$ cat src/irq_status_pkg.sv
/*
  Package for the per-source interrupt status block: register offsets,
  command codes, bit positions and reset values.
  Assumes a 4-bit register address and 8-bit data from the host port.
*/
package irq_status_pkg;

  localparam logic [3:0] off_msg_status = 4'h2;
  localparam logic [3:0] off_dir_match_status = 4'h3;
  localparam logic [3:0] off_second_group = 4'h4;
  localparam logic [3:0] off_full_empty_status = 4'h5;

  localparam logic [2:0] cmd_null = 3'h0;
  localparam logic [2:0] cmd_clr_pend_svc = 3'h1;
  localparam logic [2:0] cmd_set_svc = 3'h2;
  localparam logic [2:0] cmd_clr_svc = 3'h3;
  localparam logic [2:0] cmd_set_pend = 3'h4;
  localparam logic [2:0] cmd_clr_pend = 3'h5;
  localparam logic [2:0] cmd_set_en = 3'h6;
  localparam logic [2:0] cmd_clr_en = 3'h7;

  // Command field sits in the top three bits of each status register
  localparam int cmd_msb = 7;
  localparam int cmd_lsb = 5;

  // Low source of a register: svc, en, pend at bits 3..1; high source at 7..5, flag at bit 0
  localparam int lo_pend_bit = 1;
  localparam int lo_en_bit = 2;
  localparam int lo_svc_bit = 3;
  localparam int hi_pend_bit = 5;
  localparam int hi_en_bit = 6;
  localparam int hi_svc_bit = 7;
  localparam int flag_bit = 0;

  localparam logic [2:0] source_reset = 3'h0;

  typedef struct packed {
    logic pend;
    logic en;
    logic svc;
  } source_bits_t;

  typedef struct packed {
    logic sel;
    logic wr;
    logic [3:0] addr;
    logic [7:0] wdata;
  } host_access_t;

endpackage

$ cat src/irq_source.sv
/*
  One interrupt source: pending, enable and in-service flags changed by
  the 3-bit command, plus a hardware event that sets pending.
  Assumes commands and events are single-cycle pulses on clk_sys.
*/
`timescale 1ns/1ns
`default_nettype none
module irq_source
  import irq_status_pkg::*;
(
  input wire logic clk_sys,
  input wire logic rst_b,
  input wire logic cmd_valid,
  input wire logic [2:0] cmd,
  input wire logic event_pulse,
  output source_bits_t bits,
  output logic request
);

  typedef struct packed {
    source_bits_t src;
  } state_t;

  state_t state;
  state_t next_state;

  always_comb begin
    next_state = state;
    if (cmd_valid) begin
      case (cmd)
        cmd_clr_pend_svc: begin
          next_state.src.pend = 1'b0;
          next_state.src.svc = 1'b0;
        end
        cmd_set_svc: next_state.src.svc = 1'b1;
        cmd_clr_svc: next_state.src.svc = 1'b0;
        cmd_set_pend: next_state.src.pend = 1'b1;
        cmd_clr_pend: next_state.src.pend = 1'b0;
        cmd_set_en: next_state.src.en = 1'b1;
        cmd_clr_en: next_state.src.en = 1'b0;
        default: next_state = state;
      endcase
    end
    // Hardware event wins over a clear in the same cycle
    if (event_pulse) begin
      next_state.src.pend = 1'b1;
    end
  end

  always_ff @(posedge clk_sys) begin
    if (!rst_b) begin
      state <= '{src: source_reset};
    end else begin
      state <= next_state;
    end
  end

  assign bits = state.src;
  assign request = state.src.pend & state.src.en & ~state.src.svc;

endmodule // irq_source
`default_nettype wire

$ cat src/irq_status_sources.sv
/*
  Interrupt status registers for message, direction change, pattern
  match, buffer full and buffer empty sources of a byte FIFO unit.
  Assumes the host port is already decoded and synchronous to clk_sys,
  and that event inputs are single-cycle pulses from same-clock logic.
  The request answers two cycles after a source event and one cycle after
  a status-compare or error event, well inside one address-strobe cycle.
*/
`timescale 1ns/1ns
`default_nettype none
//
// Overview of operation
// - A 3-bit command sets or clears pending, enable and in-service bits.
// - Direction-change source lives in status register at address 0011.
// - Pattern-match source shares that register with direction change.
// - Read-only pattern-match flag shows a masked compare hit; writes ignored.
// - Buffer-full source lives in status register at address 0101.
// - Buffer-empty source and read-only empty bit share the full register.
// - Enabled far-side message write raises the request within one strobe.
// - Other enabled events raise the request within one strobe cycle.
// - Message source lives in status register at address 0010.
module irq_status_sources
  import irq_status_pkg::*;
#(
  parameter int data_width = 8
)
(
  input wire logic clk_sys,
  input wire logic rst_b,
  input wire host_access_t host,
  output logic [data_width-1:0] rdata,
  input wire logic msg_written,
  input wire logic dir_changed,
  input wire logic [data_width-1:0] compare_data,
  input wire logic [data_width-1:0] pattern,
  input wire logic [data_width-1:0] pattern_mask,
  input wire logic buffer_full_event,
  input wire logic buffer_empty_event,
  input wire logic buffer_empty,
  input wire logic status_compare_event,
  input wire logic error_event,
  output logic irq_request
);

  localparam int n_src = 5;
  localparam int src_msg = 0;
  localparam int src_dir = 1;
  localparam int src_match = 2;
  localparam int src_full = 3;
  localparam int src_empty = 4;

  typedef struct packed {
    logic [data_width-1:0] rdata;
    logic match_flag;
    logic match_prev;
    logic irq;
  } state_t;

  state_t state;
  state_t next_state;

  logic [n_src-1:0] cmd_valid;
  logic [n_src-1:0] events;
  logic [n_src-1:0] requests;
  source_bits_t src_bits [n_src];
  logic match_now;
  logic wr_cmd;
  logic [data_width-1:0] word_msg;
  logic [data_width-1:0] word_dir_match;
  logic [data_width-1:0] word_full_empty;

  assign wr_cmd = host.sel & host.wr;
  // Unused bits are expected zero from software; hardware ignores them
  assign match_now = ((compare_data ^ pattern) & ~pattern_mask) == '0;

  // Each register write reaches at most one source; bit 4 picks the high source
  always_comb begin
    cmd_valid = '0;
    if (wr_cmd) begin
      case (host.addr)
        off_msg_status: begin
          cmd_valid[src_msg] = 1'b1;
        end
        off_dir_match_status: begin
          if (host.wdata[4]) begin
            cmd_valid[src_dir] = 1'b1;
          end else begin
            cmd_valid[src_match] = 1'b1;
          end
        end
        off_full_empty_status: begin
          if (host.wdata[4]) begin
            cmd_valid[src_full] = 1'b1;
          end else begin
            cmd_valid[src_empty] = 1'b1;
          end
        end
        // The second group register holds no source here, so its writes fall away
        default: cmd_valid = '0;
      endcase
    end
  end

  always_comb begin
    events = '0;
    events[src_msg] = msg_written;
    events[src_dir] = dir_changed;
    // Only a fresh match pends; a held match would re-pend after every clear
    events[src_match] = match_now & ~state.match_prev;
    events[src_full] = buffer_full_event;
    events[src_empty] = buffer_empty_event;
  end

  // All sources share the command field; only the selected one acts on it
  irq_source u_src_msg (
    .clk_sys(clk_sys),
    .rst_b(rst_b),
    .cmd_valid(cmd_valid[src_msg]),
    .cmd(host.wdata[cmd_msb:cmd_lsb]),
    .event_pulse(events[src_msg]),
    .bits(src_bits[src_msg]),
    .request(requests[src_msg])
  );

  irq_source u_src_dir (
    .clk_sys(clk_sys),
    .rst_b(rst_b),
    .cmd_valid(cmd_valid[src_dir]),
    .cmd(host.wdata[cmd_msb:cmd_lsb]),
    .event_pulse(events[src_dir]),
    .bits(src_bits[src_dir]),
    .request(requests[src_dir])
  );

  irq_source u_src_match (
    .clk_sys(clk_sys),
    .rst_b(rst_b),
    .cmd_valid(cmd_valid[src_match]),
    .cmd(host.wdata[cmd_msb:cmd_lsb]),
    .event_pulse(events[src_match]),
    .bits(src_bits[src_match]),
    .request(requests[src_match])
  );

  irq_source u_src_full (
    .clk_sys(clk_sys),
    .rst_b(rst_b),
    .cmd_valid(cmd_valid[src_full]),
    .cmd(host.wdata[cmd_msb:cmd_lsb]),
    .event_pulse(events[src_full]),
    .bits(src_bits[src_full]),
    .request(requests[src_full])
  );

  irq_source u_src_empty (
    .clk_sys(clk_sys),
    .rst_b(rst_b),
    .cmd_valid(cmd_valid[src_empty]),
    .cmd(host.wdata[cmd_msb:cmd_lsb]),
    .event_pulse(events[src_empty]),
    .bits(src_bits[src_empty]),
    .request(requests[src_empty])
  );

  // Read words are built apart from the mux so each layout stands on its own
  always_comb begin
    word_msg = '0;
    word_msg[lo_pend_bit] = src_bits[src_msg].pend;
    word_msg[lo_en_bit] = src_bits[src_msg].en;
    word_msg[lo_svc_bit] = src_bits[src_msg].svc;
  end

  always_comb begin
    word_dir_match = '0;
    word_dir_match[flag_bit] = state.match_flag;
    word_dir_match[lo_pend_bit] = src_bits[src_match].pend;
    word_dir_match[lo_en_bit] = src_bits[src_match].en;
    word_dir_match[lo_svc_bit] = src_bits[src_match].svc;
    word_dir_match[hi_pend_bit] = src_bits[src_dir].pend;
    word_dir_match[hi_en_bit] = src_bits[src_dir].en;
    word_dir_match[hi_svc_bit] = src_bits[src_dir].svc;
  end

  always_comb begin
    word_full_empty = '0;
    word_full_empty[flag_bit] = buffer_empty;
    word_full_empty[lo_pend_bit] = src_bits[src_empty].pend;
    word_full_empty[lo_en_bit] = src_bits[src_empty].en;
    word_full_empty[lo_svc_bit] = src_bits[src_empty].svc;
    word_full_empty[hi_pend_bit] = src_bits[src_full].pend;
    word_full_empty[hi_en_bit] = src_bits[src_full].en;
    word_full_empty[hi_svc_bit] = src_bits[src_full].svc;
  end

  always_comb begin
    next_state = state;
    next_state.match_flag = match_now;
    next_state.match_prev = match_now;
    next_state.irq = |requests;
    next_state.rdata = '0;
    if (host.sel && !host.wr) begin
      case (host.addr)
        off_msg_status: next_state.rdata = word_msg;
        off_dir_match_status: next_state.rdata = word_dir_match;
        off_full_empty_status: next_state.rdata = word_full_empty;
        // Unmapped and second-group addresses read as zero
        default: next_state.rdata = '0;
      endcase
    end
    // Status-compare and error have no status bits in this block
    if (status_compare_event || error_event) begin
      next_state.irq = 1'b1;
    end
  end

  always_ff @(posedge clk_sys) begin
    if (!rst_b) begin
      state <= '0;
    end else begin
      state <= next_state;
    end
  end

  assign rdata = state.rdata;
  assign irq_request = state.irq;

endmodule // irq_status_sources
`default_nettype wire

$ cat config.mk
export PLATFORM = sky130hd
export DESIGN_NAME = irq_status_sources
export DESIGN_NICKNAME = d
export VERILOG_FILES = /design/src/irq_status_pkg.sv /design/src/irq_source.sv /design/src/irq_status_sources.sv
export SDC_FILE = /design/constraint.sdc
export NUM_CORES = 1
export LEC_CHECK = 0
export BUFFER_PORTS_ARGS = -buffer_cell sky130_fd_sc_hd__clkbuf_2
export CAP_MARGIN = 20
export CELL_PAD_IN_SITES_DETAIL_PLACEMENT = 1
export CELL_PAD_IN_SITES_GLOBAL_PLACEMENT = 2
export CORE_MARGIN = 3
export CORE_UTILIZATION = 28
export CTS_BUF_LIST = sky130_fd_sc_hd__clkbuf_16
export DETAILED_ROUTE_END_ITERATION = 10
export PLACE_DENSITY = 0.86
export SLEW_MARGIN = 10
export SYNTH_ARGS = -nofsm -noshare
export SYNTH_HDL_FRONTEND = slang
export SYNTH_SLANG_ARGS = --single-unit
$ cat constraint.sdc
create_clock -name clk_sys -period 2.7 [get_ports clk_sys]
set_clock_uncertainty 0.05 [all_clocks]
set_input_delay 0.27 -clock clk_sys [delete_from_list [all_inputs] [get_ports clk_sys]]
set_output_delay 0.27 -clock clk_sys [all_outputs]
set_load 0.05 [all_outputs]
==> results.rst, run 1 <==
.. list-table::
   :header-rows: 1

   * - Metric
     - Value
   * - Setup violators final
     - 0
   * - Max Cap Violations
     - 0
   * - Number of enable flip-flop cells after synthesis
     - 0
   * - Result of the run
     - finished clean
   * - Post-Syn Area per Cell
     - 8.73 um^2
   * - Post-CTS setup-driven buffer insertion count
     - 0
   * - Crit path max fanout
     - 7
   * - Maximum frequency from static timing analysis
     - 0.716 GHz
   * - Global-route total usage across every layer
     - 13.5%
   * - Critical-path cell with the highest stage delay
     - sky130_fd_sc_hd__nor4_1
   * - Post-route clock period utilization
     - 51.8%
   * - Number of standard-cell rows in the floorplan
     - 24
   * - Setup Total Neg Slack
     - 0 ns
   * - Number of iterations in the first detailed-routing pass
     - 4
   * - Total die area
     - 5470 um^2
   * - Area share of and/or/nand/nor cells after synthesis
     - 23.2%
   * - Share of Yosys cell area claimed by the top area cell type
     - 37.2%
   * - Leakage Power
     - 0.679 nW
   * - Post-synthesis cell area
     - 1290 um^2
   * - Yosys synthesis warning count
     - 0
   * - CTS tree
     - yes
   * - HP Class
     - in2reg
   * - Number of global-route vias before repair
     - 1279
   * - Share of synthesized area spent on multiplexers
     - 0%
   * - Post-synthesis xor/xnor area fraction
     - 5.42%
   * - DP Cell Count
     - 236
   * - Number of antenna violations at the first check in global routing
     - 0
   * - Post-DP HPWL
     - 2760 um
   * - CTS Hold Buffers Added
     - 0
   * - Inserted Diodes
     - 0
   * - Worst setup slack before clock tree synthesis
     - 1.03 ns
   * - Post-synthesis cell count
     - 148
   * - Count of nets left with antenna violations after detail routing
     - 0
   * - Layout cell share with drive strength beyond 1
     - 31.0%
   * - Worst-case hold slack
     - 0.165 ns
   * - Starting DRT DRC Count
     - 83
   * - Top post-synthesis cells by area
     - sky130_fd_sc_hd__dfxtp_1 (37%), sky130_fd_sc_hd__xnor2_1 (5.4%), sky130_fd_sc_hd__buf_4 (4.6%)
   * - Clock transition at path regs
     - 0.06 ns
   * - Endpoint class of the critical path
     - register
   * - Count of clock tree sinks
     - 24
   * - Leading register cell type out of synthesis
     - sky130_fd_sc_hd__dfxtp_1
   * - Nets
     - 236
   * - Vias per cell
     - 5.31
   * - Level count of the clock H-tree
     - 1
   * - Most common cell in the netlist
     - sky130_fd_sc_hd__dfxtp_1
   * - Pin count of the biggest net entering global routing
     - 19
   * - Global-route congestion overflow total
     - 0
   * - Longest Clk Path Bufs
     - 2
   * - Register-to-register setup slack
     - 1.74 ns
   * - DRC Markers
     - 0
   * - Detail-routed net length per standard cell
     - 14.8 um
   * - GPL Wtd Cong
     - 0.752
   * - Power per unit of standard cell area
     - 503 nW/um^2
   * - Netlist cell types
     - 42
   * - Number of standard cells in the final layout excluding fillers
     - 239
   * - Die span in x
     - 73.9 um
   * - Cells traversed along the worst timing path
     - clkbuf_2 > nand4bb_1 > nor4_1 > nand2_1 > o211a_1
   * - Sequential cell area fraction in the yosys report
     - 37.2%
   * - Resized Gates After CTS
     - 0
   * - Unrepaired setup endpoints after global routing
     - no
   * - Cell chosen for the clock root
     - sky130_fd_sc_hd__clkbuf_16
   * - Compound-cell area share of the yosys netlist
     - 26.5%
   * - Arrival time of data at the critical path endpoint
     - 1.50 ns
   * - Startpoint-to-endpoint class of the critical path
     - in2reg
   * - Initial cell density of the core
     - 29.3%
   * - Post-synthesis share of cell area spent on full adders, half adders and majority gates
     - 0%
   * - FFs w/ async S/R, synth
     - 0%
   * - CP Data Required Time
     - 2.80 ns
   * - Die Height
     - 73.9 um
   * - Syn nets
     - 195
   * - Overall power consumption
     - 802 uW
   * - Via total after detailed routing
     - 1268
   * - Maximum cell stage delay along the critical path
     - 0.52 ns
   * - Leading cell types by count after synthesis
     - sky130_fd_sc_hd__dfxtp_1 (24), sky130_fd_sc_hd__nor2_1 (16), sky130_fd_sc_hd__nand2_1 (13)
   * - Clock buffers created by TritonCTS
     - 3
   * - Post-synthesis cell type with the largest combined area
     - sky130_fd_sc_hd__dfxtp_1
   * - Setup crit start kind
     - primary input
   * - Total count of max-transition violations in the final report
     - 0
   * - Area growth, synth to finish
     - 23.4%
   * - Final worst-path setup slack
     - 1.30 ns
   * - Number of I/O port buffers
     - 50
   * - Core ar.
     - 4410 um^2
   * - Number of ports placed on the die boundary
     - 56
   * - Count of final hold-check violations
     - 0
   * - Synthesized flop and latch total
     - 24
   * - Later-pin clock latency in the skew report
     - 0.26 ns
   * - Max IR drop VDD
     - 0.000177 V
   * - Shortest period the worst path allows
     - 1.40 ns
   * - Main combinational cell family by area after synthesis
     - compound AO/OA/AOI/OAI gates
   * - Final wirelength
     - 3530 um
   * - First-pass GRT wire length
     - 5770 um
[path summary, 6_finish.rpt]
check	start	end	cells after the start
setup / recovery	host[10]	u_src_match.bits[1]	5
hold / removal	msg_written	u_src_msg.bits[2]	2
setup reg to reg	u_src_msg.bits[0]	irq_request	2
hold reg to reg	state[1]	u_src_match.bits[2]	1
[placed cells by master, fill, tap and decap left out, types with 3 or more instances in the layout]
master                      instances
sky130_fd_sc_hd__a222oi_1           3
sky130_fd_sc_hd__o22ai_1            4
sky130_fd_sc_hd__clkbuf_2          50
sky130_fd_sc_hd__a22oi_1            4
sky130_fd_sc_hd__dfxtp_1           24
sky130_fd_sc_hd__o21ai_0            6
sky130_fd_sc_hd__o21a_1             5
sky130_fd_sc_hd__a21oi_1            7
sky130_fd_sc_hd__nand2_1           13
sky130_fd_sc_hd__xnor2_1            8
sky130_fd_sc_hd__clkbuf_16          3
sky130_fd_sc_hd__nor3_1             4
sky130_fd_sc_hd__o211a_1            5
sky130_fd_sc_hd__nor2_1            16
[metal layers]
| layer | part of all wire, % | up-vias | track usage (%) |
|---|---|---|---|
| met5 | 0 | - | 0 |
| met4 | 0.71 | 0 | 4.23 |
| met2 | 47 | 55 | 23.5 |
| li1 | - | 620 | - |
| met1 | 44 | 590 | 16.3 |
| met3 | 8.4 | 3 | 3.51 |
[power by group]
group / switching [mW] / internal [mW]
sequential: 0.00665 / 0.362
combinational: 0.0605 / 0.0537
clock: 0.123 / 0.196
[worst max-delay path: cells and delay by family]
kind            cells  cell delay (ns)
simple gates        3             0.96
buf+inv             1             0.14
compound gates      1             0.13
[layout make-up]
class / count / area [um^2]
fill: 521 / 2820
multi-input combinational: 108 / 717
sequential: 24 / 480
timing repair buffer: 50 / 250
clock buffer: 3 / 75.1
tap: 52 / 65.1
inverter: 2 / 7.51
[flip-flops by register name, summed over array words and instances (netlist names)]
| name | cells |
|---|---|
| u_src_match.bits | 3 |
| irq_request | 1 |
| rdata | 7 |
| u_src_msg.bits | 3 |
| state | 1 |
| u_src_empty.bits | 3 |
| u_src_dir.bits | 3 |
| u_src_full.bits | 3 |
[logic make-up (layout without fill, tap and decap cells)]
family | Yosys count | after routing
other | 1 | 1
AND/OR/NAND/NOR | 52 | 52
buffers and inverters | 16 | 55
flip-flops | 24 | 24
XOR/XNOR | 8 | 8
AO/OA/AOI/OAI | 47 | 47
[through the flow]
| stage | util (%) | instance area [um^2] |
|---|---|---|
| final | 36.1 | 1600 |
| after global routing | 36.1 | 1600 |
| after CTS | 36.1 | 1600 |
| after detailed placement | 34.4 | 1520 |
| after global placement | 34.4 | 1520 |
| after floorplan | - | 1290 |
(Power assumes the default switching activity.)
==> inputs of run 2 (changes only) <==
- CORE_UTILIZATION: 28 -> 26
- PLACE_DENSITY: 0.86 -> 0.81
- clock period: 2.7 -> 1.3 ns (I/O delays scaled with it)
==> results.rst, run 2 (same netlist as run 1, synthesis figures left out) <==
.. list-table::
   :header-rows: 1

   * - Metric
     - Value
   * - Endpoint class of the critical path
     - register
   * - Post-CTS setup-driven buffer insertion count
     - 0
   * - Level count of the clock H-tree
     - 1
   * - Register Area
     - 480 um^2
   * - Vias per cell
     - 4.91
   * - Post-DP HPWL
     - 3110 um
   * - Inserted Diodes
     - 0
   * - Unrepaired setup endpoints after global routing
     - no
   * - Resized Gates After CTS
     - 0
   * - Power per unit of standard cell area
     - 980 nW/um^2
   * - Cell chosen for the clock root
     - sky130_fd_sc_hd__clkbuf_16
   * - Leakage Power
     - 0.753 nW
   * - Number of iterations in the first detailed-routing pass
     - 4
   * - Count of final hold-check violations
     - 0
   * - Leading cell types in the layout, fill and taps excluded
     - sky130_fd_sc_hd__clkbuf_2 (50), sky130_fd_sc_hd__dfxtp_1 (24), sky130_fd_sc_hd__nor2_1 (16), sky130_fd_sc_hd__buf_4 (15), sky130_fd_sc_hd__nand2_1 (13)
   * - Buffers plus inverters on the worst setup path
     - 2
   * - Worst hold path stage count
     - 2
   * - Dominant delay contributor by cell family on the critical path
     - simple AND/OR/NAND/NOR gates
   * - Worst reg-to-reg path cell count
     - 3
   * - Via total after detailed routing
     - 1322
   * - Proportion of power drawn by the clock network
     - 39.2%
   * - First-pass GRT wire length
     - 6470 um
   * - Logic pwr share
     - 15.6%
   * - Cell Int Power
     - 1.29 mW
   * - Number of global-route vias before repair
     - 1379
   * - Setup Total Neg Slack
     - 0 ns
   * - CTS tree
     - yes
   * - Number of ports placed on the die boundary
     - 56
   * - Leading cell type in the layout, fill and taps excluded
     - sky130_fd_sc_hd__clkbuf_2
   * - Final worst-path setup slack
     - 0.140 ns
   * - Number of standard cells in the final layout excluding fillers
     - 269
   * - Number of flip-flops in the largest register
     - 7
   * - Longest Clk Path Bufs
     - 2
   * - Cells traversed along the worst timing path
     - clkbuf_2 > nand4bb_1 > nor4_1 > buf_4 > nand2_1 > o211a_1
   * - Overall power consumption
     - 1.69 mW
   * - Layout cell share with drive strength beyond 1
     - 36.1%
   * - Result of the run
     - finished clean
   * - CTS Hold Buffers Added
     - 0
   * - Starting DRT DRC Count
     - 57
   * - Maximum cell stage delay along the critical path
     - 0.37 ns
   * - Detail-routed net length per standard cell
     - 14.3 um
   * - Post-route clock period utilization
     - 89.2%
   * - Core ar.
     - 4750 um^2
   * - Number of I/O port buffers
     - 50
   * - Util after Layout
     - 36.3%
   * - Critical-path cell with the highest stage delay
     - sky130_fd_sc_hd__nor4_1
   * - Setup crit start kind
     - primary input
   * - Fill cell total of the finished layout
     - 588
   * - Die span in x
     - 76.5 um
   * - Sw Ratio
     - 23.7%
   * - Number of antenna violations at the first check in global routing
     - 0
   * - Total die area
     - 5850 um^2
   * - Pin count of the biggest net entering global routing
     - 17
   * - Clock buffers created by TritonCTS
     - 3
   * - Area used by multi-input combinational logic
     - 717 um^2
   * - Shortest period the worst path allows
     - 1.16 ns
   * - Global-route congestion overflow total
     - 0
   * - Proportion of power drawn by flip-flops and latches
     - 45.3%
   * - Final wirelength
     - 3850 um
   * - Nets
     - 251
   * - Worst setup slack before clock tree synthesis
     - -0.142 ns
   * - Total count of max-transition violations in the final report
     - 0
   * - Max Cap Violations
     - 0
   * - Maximum frequency from static timing analysis
     - 0.862 GHz
   * - Initial cell density of the core
     - 27.2%
   * - Clock transition at path regs
     - 0.06 ns
   * - GPL Wtd Cong
     - 0.790
   * - Count of nets left with antenna violations after detail routing
     - 0
   * - HP Class
     - in2reg
   * - Startpoint-to-endpoint class of the critical path
     - in2reg
   * - Crit path max fanout
     - 7
   * - Cell count along the critical path
     - 6
   * - CP Data Required Time
     - 1.40 ns
   * - Global-route total usage across every layer
     - 13.5%
   * - Die Height
     - 76.5 um
   * - DP Cell Count
     - 266
   * - DRC Markers
     - 0
   * - Count of clock tree sinks
     - 24
   * - Setup violators final
     - 0
   * - Number of standard-cell rows in the floorplan
     - 25
   * - Net switching power
     - 401 uW
   * - Later-pin clock latency in the skew report
     - 0.26 ns
   * - Max IR drop VDD
     - 0.000407 V
   * - Area growth, synth to finish
     - 33.6%
   * - Arrival time of data at the critical path endpoint
     - 1.26 ns
## run 2: changes by cell type in the layout (fill, tap and decap cells not counted)
cell                    previous run  this run
sky130_fd_sc_hd__buf_4             0        15
## run 2: final cells by class
cell class	count	share of cell area [%]
inverter	2	0.435
timing repair buffer	65	21.0
tap	67	4.86
clock buffer	3	4.35
sequential	24	27.8
multi-input combinational	108	41.5
## run 2: per-layer routing
layer,vias to the layer above,GRT usage (%),wire length [um]
met5,-,0,0
met4,0,5.80,82
met3,7,2.96,289
met2,54,23.2,1770
met1,608,16.2,1710
li1,653,-,-
## run 2: per-stage QoR
step | area (um^2) | hold slack (ns)
after floorplan | 1290 | 0.204
final | 1730 | 0.0276
after global routing | 1730 | 0.0388
after CTS | 1730 | 0.0264
after detailed placement | 1650 | 0.292
after global placement | 1650 | 0.290
## run 2: power by group through the flow
stage | Clock, mW | Sequential [mW] | Combinational [mW]
floorplan | 0 | 0.784 | 0.127
finish | 0.663 | 0.766 | 0.263
detailed placement | 0 | 0.782 | 0.265
global route | 0.702 | 0.767 | 0.293
global placement | 0 | 0.782 | 0.263
CTS | 0.672 | 0.765 | 0.266
## run 2: worst reg2reg max path: cells and delay by family (launching register included)
| family | cells | cell delay (ns) |
|---|---|---|
| compound gates | 2 | 0.39 |
| flops | 1 | 0.34 |
| simple gates | 1 | 0.07 |
## run 2: worst paths after layout
path                          to               start  slack [ns]
min reg2reg   u_src_full.bits[0]  u_src_full.bits[0]        0.47
max reg2reg          irq_request   u_src_msg.bits[1]        0.33
min            u_src_dir.bits[2]         dir_changed        0.03
max          u_src_match.bits[1]            host[10]        0.14
==> inputs of run 3 (changes only) <==
- ABC_AREA: default -> 1
- CORE_UTILIZATION: 26 -> 24
- PLACE_DENSITY: 0.81 -> 0.8
==> results.rst, run 3 <==
.. list-table::
   :header-rows: 1

   * - Metric
     - Value
   * - Post-Syn Area per Cell
     - 6.28 um^2
   * - Unrepaired setup endpoints after global routing
     - no
   * - Via total after detailed routing
     - 1582
   * - CTS tree
     - yes
   * - Number of flip-flops in the largest register
     - 7
   * - Clock transition at path regs
     - 0.06 ns
   * - Total die area
     - 7070 um^2
   * - Power per unit of standard cell area
     - 906 nW/um^2
   * - Endpoint of the worst register-to-register path
     - irq_request
   * - Global-route total usage across every layer
     - 12.8%
   * - Vias per cell
     - 4.41
   * - First-pass GRT wire length
     - 7500 um
   * - Cells traversed along the worst timing path
     - clkbuf_2
   * - Post-route clock period utilization
     - 78.2%
   * - Number of I/O port buffers
     - 50
   * - Shortest period the worst path allows
     - 1.02 ns
   * - Sequential cell area fraction in the yosys report
     - 32.8%
   * - Die span in x
     - 84.1 um
   * - Setup crit start kind
     - register
   * - Max Cap Violations
     - 0
   * - Leading cell types by count after synthesis
     - sky130_fd_sc_hd__nand2_1 (61), sky130_fd_sc_hd__inv_1 (42), sky130_fd_sc_hd__dfxtp_1 (24)
   * - Cell chosen for the clock root
     - sky130_fd_sc_hd__clkbuf_16
   * - Setup Total Neg Slack
     - 0 ns
   * - Final wirelength
     - 4190 um
   * - Worst hold path stage count
     - 3
   * - Global-route congestion overflow total
     - 0
   * - GPL Wtd Cong
     - 0.780
   * - Most common cell in the netlist
     - sky130_fd_sc_hd__nand2_1
   * - Number of enable flip-flop cells after synthesis
     - 0
   * - Register-to-register setup slack
     - 0.37 ns
   * - CTS Hold Buffers Added
     - 0
   * - Post-CTS setup-driven buffer insertion count
     - 0
   * - Max IR drop VDD
     - 0.000626 V
   * - Post-synthesis cell type with the largest combined area
     - sky130_fd_sc_hd__dfxtp_1
   * - Leading register cell type out of synthesis
     - sky130_fd_sc_hd__dfxtp_1
   * - Number of ports placed on the die boundary
     - 56
   * - DP Cell Count
     - 355
   * - Syn nets
     - 280
   * - Resized Gates After CTS
     - 0
   * - Core ar.
     - 5710 um^2
   * - Level count of the clock H-tree
     - 1
   * - Count of clock tree sinks
     - 24
   * - Crit path max fanout
     - 1
   * - Synthesized flop and latch total
     - 24
   * - Pin count of the biggest net entering global routing
     - 17
   * - Later-pin clock latency in the skew report
     - 0.25 ns
   * - CP Data Required Time
     - 1.12 ns
   * - Number of standard cells in the final layout excluding fillers
     - 359
   * - Critical-path cell with the highest stage delay
     - sky130_fd_sc_hd__dfxtp_1
   * - Worst reg-to-reg path cell count
     - 5
   * - FFs w/ async S/R, synth
     - 0%
   * - Number of global-route vias before repair
     - 1708
   * - Starting DRT DRC Count
     - 54
   * - Leading cell type in the layout, fill and taps excluded
     - sky130_fd_sc_hd__nand2_1
   * - Buffers plus inverters on the worst setup path
     - 1
   * - Post-synthesis cell area
     - 1460 um^2
   * - Detail-routed net length per standard cell
     - 11.7 um
   * - Leading cell types in the layout, fill and taps excluded
     - sky130_fd_sc_hd__nand2_1 (61), sky130_fd_sc_hd__clkbuf_2 (50), sky130_fd_sc_hd__inv_1 (42), sky130_fd_sc_hd__dfxtp_1 (24), sky130_fd_sc_hd__nand3_1 (21)
   * - Startpoint-to-endpoint class of the critical path
     - reg2out
   * - DRC Markers
     - 0
   * - Yosys synthesis warning count
     - 0
   * - Layout cell share with drive strength beyond 1
     - 27.9%
   * - Top post-synthesis cells by area
     - sky130_fd_sc_hd__dfxtp_1 (33%), sky130_fd_sc_hd__nand2_1 (16%), sky130_fd_sc_hd__inv_1 (11%)
   * - Dominant delay contributor by cell family on the critical path
     - flip-flops
   * - Share of Yosys cell area claimed by the top area cell type
     - 32.8%
   * - Count of final hold-check violations
     - 0
   * - Number of antenna violations at the first check in global routing
     - 0
   * - Longest Clk Path Bufs
     - 2
   * - Number of standard-cell rows in the floorplan
     - 27
   * - Post-synthesis cell count
     - 233
   * - Result of the run
     - finished clean
   * - Reg2reg start
     - u_src_dir.bits[0]
   * - Maximum cell stage delay along the critical path
     - 0.31 ns
   * - Number of iterations in the first detailed-routing pass
     - 4
   * - Inserted Diodes
     - 0
   * - Setup violators final
     - 0
   * - Count of nets left with antenna violations after detail routing
     - 0
   * - Total count of max-transition violations in the final report
     - 0
   * - Netlist cell types
     - 27
   * - Worst min-delay path startpoint
     - dir_changed
   * - Area growth, synth to finish
     - 29.0%
   * - Arrival time of data at the critical path endpoint
     - 0.84 ns
   * - Nets
     - 335
   * - Die Height
     - 84.1 um
   * - HP Class
     - in2reg
   * - Endpoint class of the critical path
     - primary output
   * - Clock buffers created by TritonCTS
     - 3
   * - Initial cell density of the core
     - 25.6%
   * - Maximum frequency from static timing analysis
     - 0.983 GHz
   * - Leakage Power
     - 0.967 nW
   * - Hold endpoint
     - u_src_dir.bits[2]
   * - Post-DP HPWL
     - 3520 um
## run 3: cell types whose count changed in the layout (fill, tap and decap cells not counted), sizes merged, moves of 4 or more
cell,delta
o22ai,-4
nand2,+53
o211a,-5
a22oi,-4
nand3,+19
xnor2,-8
buf,-5
o21a,-5
inv,+41
nor2,+6
a21oi,+13
## run 3: layout make-up
type                            count  area (um^2)
Clock buffer                        3         75.1
Clock inverter                      1         3.75
Fill cell                         762         3820
Inverter                           45          171
Multi-Input combinational cell    154          728
Sequential cell                    24          480
Tap cell                           72         90.1
Timing Repair Buffer               60          338
## run 3: worst max path at each step
stage,start,endpoint,depth (start not counted)
finish,rdata[1],rdata[1],1
global route,host[11],u_src_msg.bits[2],7
CTS,rdata[1],rdata[1],1
detailed placement,host[11],u_src_msg.bits[2],7
global placement,host[11],u_src_dir.bits[2],9
floorplan,host[12],u_src_dir.bits[2],7
## run 3: logic make-up (layout without fill, tap and decap cells)
group | count (synthesis) | in the layout | share of synthesized area [%]
simple gates | 121 | 121 | 37.6
other cells | 1 | 1 | 0.256
buf+inv | 55 | 109 | 17.4
compound gates | 32 | 32 | 12.0
flops | 24 | 24 | 32.8
## run 3: per-layer routing
metal	share of wire, %	up-vias	GRT usage, %
met5	0	-	0
met4	0.83	0	2.63
met3	3.7	2	1.38
met2	48	31	23.6
met1	47	725	15.7
li1	-	824	-
## run 3: per-stage QoR
stage	util [%]	hold WS (ns)	cell area, um^2	worst slack (ns)	power, mW
global placement	31.7	0.289	1810	0.123	1.05
floorplan	-	0.191	1460	0.361	0.917
global route	33.0	0.0607	1890	0.237	1.80
finish	33.0	0.0356	1890	0.283	1.71
CTS	33.0	0.0377	1890	0.272	1.74
detailed placement	31.7	0.304	1810	0.0966	1.06
## run 3: power breakdown
group	switching [mW]	total, mW	internal [mW]
logic	0.158	0.274	0.115
clock network	0.263	0.674	0.411
registers	0.0104	0.761	0.751
